**src/hdl/pira_consts.svh**
```systemverilog
// Constants of the process image register access channel.
`ifndef PIRA_CONSTS_SVH
`define PIRA_CONSTS_SVH
`define PIRA_MODE_BIT      7
`define PIRA_DIR_BIT       6
`define PIRA_NUM_MSB       5
`define PIRA_REG_FW        6'h09
`define PIRA_REG_CODE      6'h1f
`define PIRA_REG_FEAT      6'h20
`define PIRA_UNLOCK_CODE   16'h1235
`define PIRA_RESET_WORD    16'h0000
`define PIRA_FW_DEFAULT    16'h3130
`define PIRA_NORMAL_CTRL   8'h00
`define PIRA_APB_CMD       12'h000
`define PIRA_APB_WDATA     12'h004
`define PIRA_APB_STAT      12'h008
`define PIRA_APB_RDATA     12'h00c
`define PIRA_STAT_BUSY     0
`define PIRA_STAT_DONE     1
`endif

```
**src/hdl/pira_pkg.sv**
```systemverilog
// Types shared by both ends of the register access channel.
package pira_pkg;
  `include "pira_consts.svh"

  typedef logic [7:0]  pira_byte_t;
  typedef logic [15:0] pira_word_t;
  typedef logic [5:0]  pira_num_t;

  typedef enum logic [1:0] {
    PIRA_H_IDLE  = 2'b00,
    PIRA_H_QUIET = 2'b01,
    PIRA_H_REQ   = 2'b10
  } pira_hstate_t;

  typedef struct packed {
    logic [63:0][15:0] mem;
  } pira_bank_st_t;

  typedef struct packed {
    pira_byte_t stat;
    pira_word_t din;
    logic       booted;
    pira_word_t feat_active;
    logic       wr_refused;
    logic       reg_mode;
    logic       unlocked;
  } pira_term_st_t;

  typedef struct packed {
    pira_hstate_t state;
    pira_num_t    num;
    logic         dir;
    pira_word_t   wdata;
    pira_word_t   rdata;
    pira_byte_t   ack;
    logic         done;
    pira_byte_t   ctrl;
    pira_word_t   dout;
    logic [31:0]  prdata;
    logic         pready;
    logic         pslverr;
  } pira_host_st_t;

  function automatic pira_byte_t pira_ack_byte(input pira_byte_t ctrl);
    pira_byte_t a;
    a = ctrl;
    a[`PIRA_DIR_BIT] = 1'b0;
    return a;
  endfunction
endpackage

```
**src/hdl/pira_if.sv**
```systemverilog
// Three-byte process slot between host and terminal.
`timescale 1ns/100ps
interface pira_if;
  logic [7:0] ctrl_byte;
  logic [7:0] out_hi;
  logic [7:0] out_lo;
  logic [7:0] stat_byte;
  logic [7:0] in_hi;
  logic [7:0] in_lo;

  modport term (
    input  ctrl_byte,
    input  out_hi,
    input  out_lo,
    output stat_byte,
    output in_hi,
    output in_lo
  );

  modport host (
    output ctrl_byte,
    output out_hi,
    output out_lo,
    input  stat_byte,
    input  in_hi,
    input  in_lo
  );
endinterface

```
**src/hdl/pira_reg_bank.sv**
```systemverilog
// Storage of the 64 terminal registers.
`timescale 1ns/100ps
`include "pira_consts.svh"
module pira_reg_bank
  import pira_pkg::*;
(
  input  wire logic          sys_clk,
  input  wire logic          rst_n,
  input  wire logic          wr_en,
  input  wire pira_pkg::pira_num_t  wr_num,
  input  wire pira_pkg::pira_word_t wr_data,
  input  wire pira_pkg::pira_num_t  rd_num,
  output pira_pkg::pira_word_t      rd_data,
  output pira_pkg::pira_word_t      code_word,
  output pira_pkg::pira_word_t      feat_word
);
  import pira_pkg::*;

  pira_bank_st_t st_r;
  pira_bank_st_t st_nxt;

  always_comb begin
    st_nxt = st_r;
    if (wr_en) begin
      st_nxt.mem[wr_num] = wr_data;
    end
  end

  always_ff @(posedge sys_clk or negedge rst_n) begin
    if (!rst_n) begin
      st_r <= '0;
    end else begin
      st_r <= st_nxt;
    end
  end

  assign rd_data   = st_r.mem[rd_num];
  assign code_word = st_r.mem[`PIRA_REG_CODE];
  assign feat_word = st_r.mem[`PIRA_REG_FEAT];
endmodule

```
**src/hdl/pira_term.sv**
```systemverilog
// Terminal end of the process image register access channel.
//
// Local design decision: register access over APB.
`timescale 1ns/100ps
`include "pira_consts.svh"
module pira_term
  import pira_pkg::*;
#(
  parameter pira_pkg::pira_word_t FW_VERSION = `PIRA_FW_DEFAULT
)
(
  input  wire logic        sys_clk,
  input  wire logic        rst_n,
  pira_if.term             slot,
  output pira_pkg::pira_word_t feature_active,
  output logic             unlocked,
  output logic             reg_mode,
  output logic             write_refused
);
  import pira_pkg::*;

  // The version value above is arbitrary.

  pira_term_st_t st_r;
  pira_term_st_t st_nxt;

  pira_byte_t ctrl;
  pira_word_t dout;
  pira_num_t  num;
  logic       mode_on;
  logic       is_write;
  logic       wr_ok;
  logic       bank_wr;
  pira_word_t bank_rd;
  pira_word_t code_word;
  pira_word_t feat_word;
  pira_word_t rd_value;
  logic       unlocked_now;

  // Decides whether a register may be written under the present lock.
  function automatic logic wr_allowed(input pira_num_t n,
                                      input logic      open);
    logic ok;
    ok = 1'b0;
    if (n == `PIRA_REG_CODE) begin
      ok = 1'b1;
    end else if (n == `PIRA_REG_FW) begin
      ok = 1'b0;
    end else begin
      ok = open;
    end
    return ok;
  endfunction

  // Selects what a read of a register shows.
  function automatic pira_word_t read_mux(input pira_num_t  n,
                                          input pira_word_t stored);
    pira_word_t v;
    v = stored;
    if (n == `PIRA_REG_FW) begin
      v = FW_VERSION;
    end
    return v;
  endfunction

  assign ctrl     = slot.ctrl_byte;
  assign dout     = {slot.out_hi, slot.out_lo};
  assign mode_on  = ctrl[`PIRA_MODE_BIT];
  assign is_write = ctrl[`PIRA_DIR_BIT];
  assign num      = ctrl[`PIRA_NUM_MSB:0];

  // The lock follows the code register word for word.
  assign unlocked_now = (code_word == `PIRA_UNLOCK_CODE);

  assign wr_ok   = wr_allowed(num, unlocked_now);
  assign bank_wr = mode_on && is_write && wr_ok;

  pira_reg_bank u_bank (
    .sys_clk   (sys_clk),
    .rst_n     (rst_n),
    .wr_en     (bank_wr),
    .wr_num    (num),
    .wr_data   (dout),
    .rd_num    (num),
    .rd_data   (bank_rd),
    .code_word (code_word),
    .feat_word (feat_word)
  );

  assign rd_value = read_mux(num, bank_rd);

  always_comb begin
    st_nxt          = st_r;
    st_nxt.reg_mode = mode_on;
    st_nxt.booted   = 1'b1;
    st_nxt.unlocked = unlocked_now;
    if (!st_r.booted) begin
      // The feature word takes effect only once after a restart.
      st_nxt.feat_active = feat_word;
    end
    if (!mode_on) begin
      st_nxt.stat       = `PIRA_NORMAL_CTRL;
      st_nxt.wr_refused = 1'b0;
    end else if (is_write) begin
      // The output word is taken only if wr_ok allows it, the input word is left stale.
      st_nxt.stat       = pira_ack_byte(ctrl);
      st_nxt.wr_refused = !wr_ok;
    end else begin
      // The output word plays no part in a read.
      st_nxt.stat       = ctrl;
      st_nxt.din        = rd_value;
      st_nxt.wr_refused = 1'b0;
    end
  end

  always_ff @(posedge sys_clk or negedge rst_n) begin
    if (!rst_n) begin
      st_r <= '0;
    end else begin
      st_r <= st_nxt;
    end
  end

  assign slot.stat_byte = st_r.stat;
  assign slot.in_hi     = st_r.din[15:8];
  assign slot.in_lo     = st_r.din[7:0];
  assign feature_active = st_r.feat_active;
  assign reg_mode       = st_r.reg_mode;
  assign write_refused  = st_r.wr_refused;

  assign unlocked       = st_r.unlocked;
endmodule

```
**src/flat_wrapper.sv**
```systemverilog
// flat-port wrapper written by rule: the top's interface ports become plain ports
module pira_term_flat import pira_pkg::*;
#(
  parameter pira_pkg::pira_word_t FW_VERSION = `PIRA_FW_DEFAULT
)
  (sys_clk, rst_n, feature_active, unlocked, reg_mode, write_refused, slot_ctrl_byte, slot_out_hi, slot_out_lo, slot_stat_byte, slot_in_hi, slot_in_lo);
  pira_if slot_i ();
  input  wire logic sys_clk;
  input  wire logic rst_n;
  output pira_pkg::pira_word_t feature_active;
  output logic unlocked;
  output logic reg_mode;
  output logic write_refused;
  input wire logic [$bits(slot_i.ctrl_byte)-1:0] slot_ctrl_byte;
  input wire logic [$bits(slot_i.out_hi)-1:0] slot_out_hi;
  input wire logic [$bits(slot_i.out_lo)-1:0] slot_out_lo;
  output wire logic [$bits(slot_i.stat_byte)-1:0] slot_stat_byte;
  output wire logic [$bits(slot_i.in_hi)-1:0] slot_in_hi;
  output wire logic [$bits(slot_i.in_lo)-1:0] slot_in_lo;
  assign slot_i.ctrl_byte = slot_ctrl_byte;
  assign slot_i.out_hi = slot_out_hi;
  assign slot_i.out_lo = slot_out_lo;
  assign slot_stat_byte = slot_i.stat_byte;
  assign slot_in_hi = slot_i.in_hi;
  assign slot_in_lo = slot_i.in_lo;
  pira_term #(.FW_VERSION(FW_VERSION)) u_core (.sys_clk(sys_clk), .rst_n(rst_n), .slot(slot_i), .feature_active(feature_active), .unlocked(unlocked), .reg_mode(reg_mode), .write_refused(write_refused));
endmodule
```
**config.mk**
```make
export PLATFORM = sky130hd
export DESIGN_NAME = pira_term_flat
export DESIGN_NICKNAME = d
export VERILOG_FILES = /design/src/hdl/pira_pkg.sv /design/src/hdl/pira_if.sv /design/src/hdl/pira_reg_bank.sv /design/src/hdl/pira_term.sv /design/src/flat_wrapper.sv
export VERILOG_INCLUDE_DIRS = /design/src /design/src/hdl
export SDC_FILE = /design/constraint.sdc
export NUM_CORES = 1
export LEC_CHECK = 0
export ABC_AREA = 1
export BUFFER_PORTS_ARGS = -buffer_cell sky130_fd_sc_hd__buf_2
export CORE_AREA = 2 2 361 363
export CTS_CLUSTER_DIAMETER = 150
export DETAILED_ROUTE_END_ITERATION = 6
export DIE_AREA = 0 0 363 365
export PLACE_DENSITY = 0.53
export SYNTH_ARGS = -nofsm -noshare
export SYNTH_HDL_FRONTEND = slang
export SYNTH_HIERARCHICAL = 1
export SYNTH_SLANG_ARGS = --single-unit
```
**constraint.sdc**
```tcl
create_clock -name sys_clk -period 3.29 [get_ports sys_clk]
set_input_delay 0.1645 -clock sys_clk [delete_from_list [all_inputs] [get_ports sys_clk]]
set_output_delay 0.1645 -clock sys_clk [all_outputs]
set_load 0.1 [all_outputs]
```
# --- Yosys cells after proc, flatten, opt, wreduce, memory -nomap -nowiden ---
# Index checks and enable logic that the tools add are counted.
totals:
  out_inout_bits: 43
  ff_bits: 1068
  elab_cells: 93
  in_bits: 26
op_classes:
  muxes: 11
  n_reduce_logical: 5
  n_bitwise: 1
  order_cmp: 2
  eq_ne: 3
ops:
  columns: ["operator", "count"]
  rows:
  - ["$bwmux W1024", 1]
  - ["$bmux W16 S6", 1]
  - ["$demux W16 S6", 1]
  - ["$mux W16", 3]
  - ["$eq A16 B13 Y1 const B", 1]
  - ["$mux W8", 1]
  - ["$lt A6 B7 Y1 const B", 1]
  - ["$eq A6 B4 Y1 const B", 1]
  - ["$eq A6 B5 Y1 const B", 1]
  - ["$ge A6 B1 Y1 const B", 1]
  - ["$mux W1", 4]
  - ["$logic_and A1 B1 Y1", 3]
  - ["$reduce_and A2 Y1", 1]
  - ["$logic_not A1 Y1", 1]
  - ["$not A1 Y1", 1]

# --- Longest topological paths before layout ---
depth:
  depth_word: 6
  mapped_depth: 14

# --- By module ---
# Netlist, hierarchy kept.
by_module_without_submodules:
  columns: ["module", "cells_per_inst", "instances", "seq_area_each_um2", "area_per_inst_um2"]
  rows:
  - ["pira_reg_bank", 5887, 1, 25624.6, 46462.1]
  - ["pira_term", 203, 1, 1051.0, 2127.0]

# --- Least setup slack after synthesis ---
# No wires, ideal clock.
synth_path:
  path_kind: "reg2reg"
  startpoint: "register u_core.u_bank.st_r (netlist bit u_core/u_bank/code_word[7])"
  endpoint: "register u_core/u_bank/st_r[145] (netlist name)"
  path_stages_with_launch: 13
  t_arrival_ns: 1.927
  setup_ns: 0.133
  period_less_slack_ns: 2.061
  path_slack_ns: 1.229
  path_cell_list: "dfrtp_1 > buf_4 > nor2_1 > nand2_1 > nor2_1 > nand3_1 > a21oi_1 > nand2_1 > nor2_1 > nand2_1 > clkbuf_1 > nand2_1 > o21ai_0"
synth_between:
  elab_chain_len: 4
synth_lines:
  columns: ["item", "line", "text"]
  rows:
  - ["start, declared", "pira_reg_bank.sv:19", "pira_bank_st_t st_r;"]
  - ["start signal, assigned", "pira_reg_bank.sv:33", "st_r <= st_nxt;"]
  - ["$eq A16 B13 Y1 (no line)", null, null]
  - ["$mux W1", "pira_term.sv:47", "end else if (n == `PIRA_REG_FW) begin"]
  - ["$mux W1", "pira_term.sv:45", "if (n == `PIRA_REG_CODE) begin"]
  - ["$logic_and A1 B1 Y1", "pira_term.sv:76", "assign bank_wr = mode_on && is_write && wr_ok;"]
  - ["named net u_core.bank_wr", "pira_term.sv:33", "logic bank_wr;"]
# The timed path passes the listed nets, and every way through them passes these cells.
# A chain may end at the register's enable or synchronous reset.

# --- Worst setup path after layout ---
layout_path:
  startpoint: "register u_core.u_bank.st_r (netlist bit u_core/u_bank/code_word[15])"
  endpoint: "register u_core/u_bank/st_r[563] (netlist name)"
# Same word-level chain as after synthesis.

==> impl_results.md <==
* Outcome: finished clean
* Synth-to-layout area growth at 12.3%
* Worst Reg-to-Reg Cells at 12
* Final Critical Period at 2690 ps
* Total vias in the final route at 40900
* Die area at 132000 um^2
* Crit path capture type: flop
* GP Congestion at 0.905
* Max clock buf depth at 3
* Worst EP arrival at 3260 ps
* Detailed-route wire length per cell at 20.9 um
* Drt drc at 0
* # port buffers at 67
* Worst VDD drop at 406 uV
* Root Driver: clkbuf_16
* Post-route ant nets at 0
* Io pins at 69
* Core Util, Final at 42.4%
* Most frequent cells in the layout: 2414 x nand2_1, 1066 x dfrtp_1, 1034 x o21ai_0, 874 x nand3_1, 171 x buf_4
* Startpoint types: flop
* Fin crit share at 81.7%
* Leak pwr at 24.7 nW
* Total Routed Length at 160000 um
* Flop pwr share at 45.9%
* Yosys cell types at 27
* Total CTS buffers at 119
* First-pass DRT Iterations at 6
* Slew HR at 23.2%
* Initial Util at 37.8%
* HP Class: primary input to asynchronous set/reset pin
* Yosys warning count at 6
* Final setup violation count at 0
* Worst slew pin tran at 1150 ps
* Nets at 5937
* Synth Instances at 6090
* WP data required at 3870 ps
* Largest net degree at the start of global routing at 127
* Post-synthesis net count at 6116
* Setup ws final at 603 ps
* Vias in the first global route at 38600
* R2r endpoint: u_core/u_bank/st_r[563]
* CP max FO at 32
* Via density at 5.33
* Total track usage at 24.2%
* Clk sinks at 1066
* Clock power frac at 46.0%
* Max-slew violation count at 0
* Pre-CTS setup slack at 480 ps
* P_sw at 7.42 mW
* Chip width at 363 um
* Setup tns final at 0 ps
* CTS tree: done
* Final Skew at 50.4 ps
* Max_cap viols at 0
* Total placed cells including tap cells at 7452
* Setup Fix Bufs, Post-CTS at 0
* Kind of critical path: flop to flop
* Synth top area share at 54.9%
* Finished Layout Cells at 7684
* Clk_lat worst skew at 760 ps
* Share of cells above drive strength 1 at 8.52%
* Comb power frac at 8.1%
* R2r startpoint: u_core/u_bank/code_word[15]
* Global route total overflow at 0
* Iteration-0 DRC Markers at 4608
* Final Hold Viols at 0
* Clock Pin Slew Worst Setup and Hold Paths at 60 ps
* Unrepaired setup endpoints after global routing: false
* First-pass GRT wire length at 246000 um
* Site Rows at 132
* H-tree levels at 3
* Synthesized area per cell at 7.98 um^2
* Initial antenna violation count at 6
* Die Y at 365 um
* F_max at 0.372 GHz
* Final HPWL DP at 94200 um
* Commonest non-fill, non-tap cell in the layout: nand2_1
* # resized after CTS at 0
* Core ar. at 129000 um^2
* Seq/Total Area, Yosys at 54.9%
* Sw Share at 25.7%
* Power Density at 529 nW/um^2
* Post-Syn Area at 48600 um^2
* Synth top area cells: dfrtp_1 55%, nand2_1 19%, o21ai_0 11%
* P_int at 21.5 mW
* Flop-to-flop setup slack at 600 ps
* # hold bufs at CTS at 13
* Cell taking the most area after synthesis: dfrtp_1
* Seq cells post-synth at 1066
-- worst max-delay path by stage --
stage	slack, ps	cells past startpoint	to	start
finish	600	12	u_core/u_bank/st_r[563]	u_core/u_bank/code_word[15]
global route	380	13	u_core/u_bank/st_r[177]	u_core/u_bank/code_word[2]
CTS	600	12	u_core/u_bank/st_r[193]	u_core/u_bank/code_word[15]
detailed placement	480	8	u_core/u_bank/st_r[163]	slot_ctrl_byte[3]
global placement	470	8	u_core/u_bank/st_r[161]	slot_ctrl_byte[3]
floorplan	1230	12	u_core/u_bank/st_r[145]	u_core/u_bank/code_word[7]
-- sequential cells by signal (all words and copies together) (netlist names) --
signal / flops
u_core/u_bank/st_r: 992
u_core/slot.in_lo: 8
u_core/u_bank/feat_word: 16
u_core/feature_active: 16
u_core/u_bank/code_word: 16
u_core/st_r: 1
u_core/slot.stat_byte: 7
u_core/unlocked: 1
u_core/write_refused: 1
u_core/slot.in_hi: 8
-- per-layer routing --
metal | up-vias | share of wire (%) | global-route usage, %
li1 | 19500 | - | -
met1 | 19900 | 45 | 34.3
met2 | 1309 | 45 | 37.2
met3 | 241 | 6.5 | 4.23
met4 | 6 | 3.4 | 8.91
met5 | - | 0.023 | 0
-- power by group through the flow --
stage / combinational [mW] / clock [mW] / sequential (mW)
4_1_cts: 2.33 / 13.6 / 13.2
2_1_floorplan: 1.23 / 0 / 13.5
3_5_place_dp: 2.32 / 0 / 13.5
3_3_place_gp: 2.31 / 0 / 13.5
5_1_grt: 2.49 / 14.1 / 13.3
6_report: 2.33 / 13.3 / 13.3
-- cell type report --
type                       instances  area, um^2
multi-input combinational       4393       19100
clock inverter                    29         275
sequential                      1066       26700
antenna                            2        5.00
timing repair buffer             289        2550
inverter                          42         180
tap                             1675        2100
clock buffer                     188        3630
fill                           13000       74100
-- logic make-up (layout without fill, tap and decap cells) --
| kind of cell | count (synthesis) | count (layout) | synth area share (%) |
|---|---|---|---|
| AOI/OAI and AO/OA | 1041 | 1041 | 10.8 |
| buffers and inverters | 631 | 548 | 5.71 |
| DFF | 1066 | 1066 | 54.9 |
| muxes | 16 | 16 | 0.448 |
| other | 2 | 4 | 0.0155 |
| and+or+nand+nor | 3334 | 3334 | 28.2 |
-- critical path, cell delays in order (launching register included) --
cell,delay [ps]
dfrtp_1,400
nor2_1,140
nand2_1,80
nor2_1,110
nand3_1,190
a21oi_1,290
nand2_1,160
nor2_1,380
buf_4,260
nand2_1,70
buf_4,270
nand2_1,80
o21ai_0,80
-- synth_stat cells --
cell	number
a21oi_2	5
nor2_2	3
o21ai_1	1
nor2_8	1
clkbuf_1	416
buf_4	73
buf_2	76
conb_1	2
inv_2	2
inv_1	23
nand2_1	2414
and3_1	1
nand3_1	874
buf_1	20
nand3_2	3
dfrtp_1	1066
nor2_1	22
o21ai_0	1034
nor4_1	1
a21oi_1	1
nor3_1	14
mux2_4	10
inv_6	1
mux2_2	6
nand3_4	1
buf_6	4
clkinv_1	16
-- stage by stage --
stage               hold slack, ps  area [um^2]  total power, mW
detailed placement             239        50500             15.8
global placement               232        50500             15.8
floorplan                     -131        48600             14.7
finish                        51.9        54600             28.9
global route                  48.1        54500             29.9
CTS                           4.49        54500             29.2
Note: power is estimated with default switching activity, not from simulation.
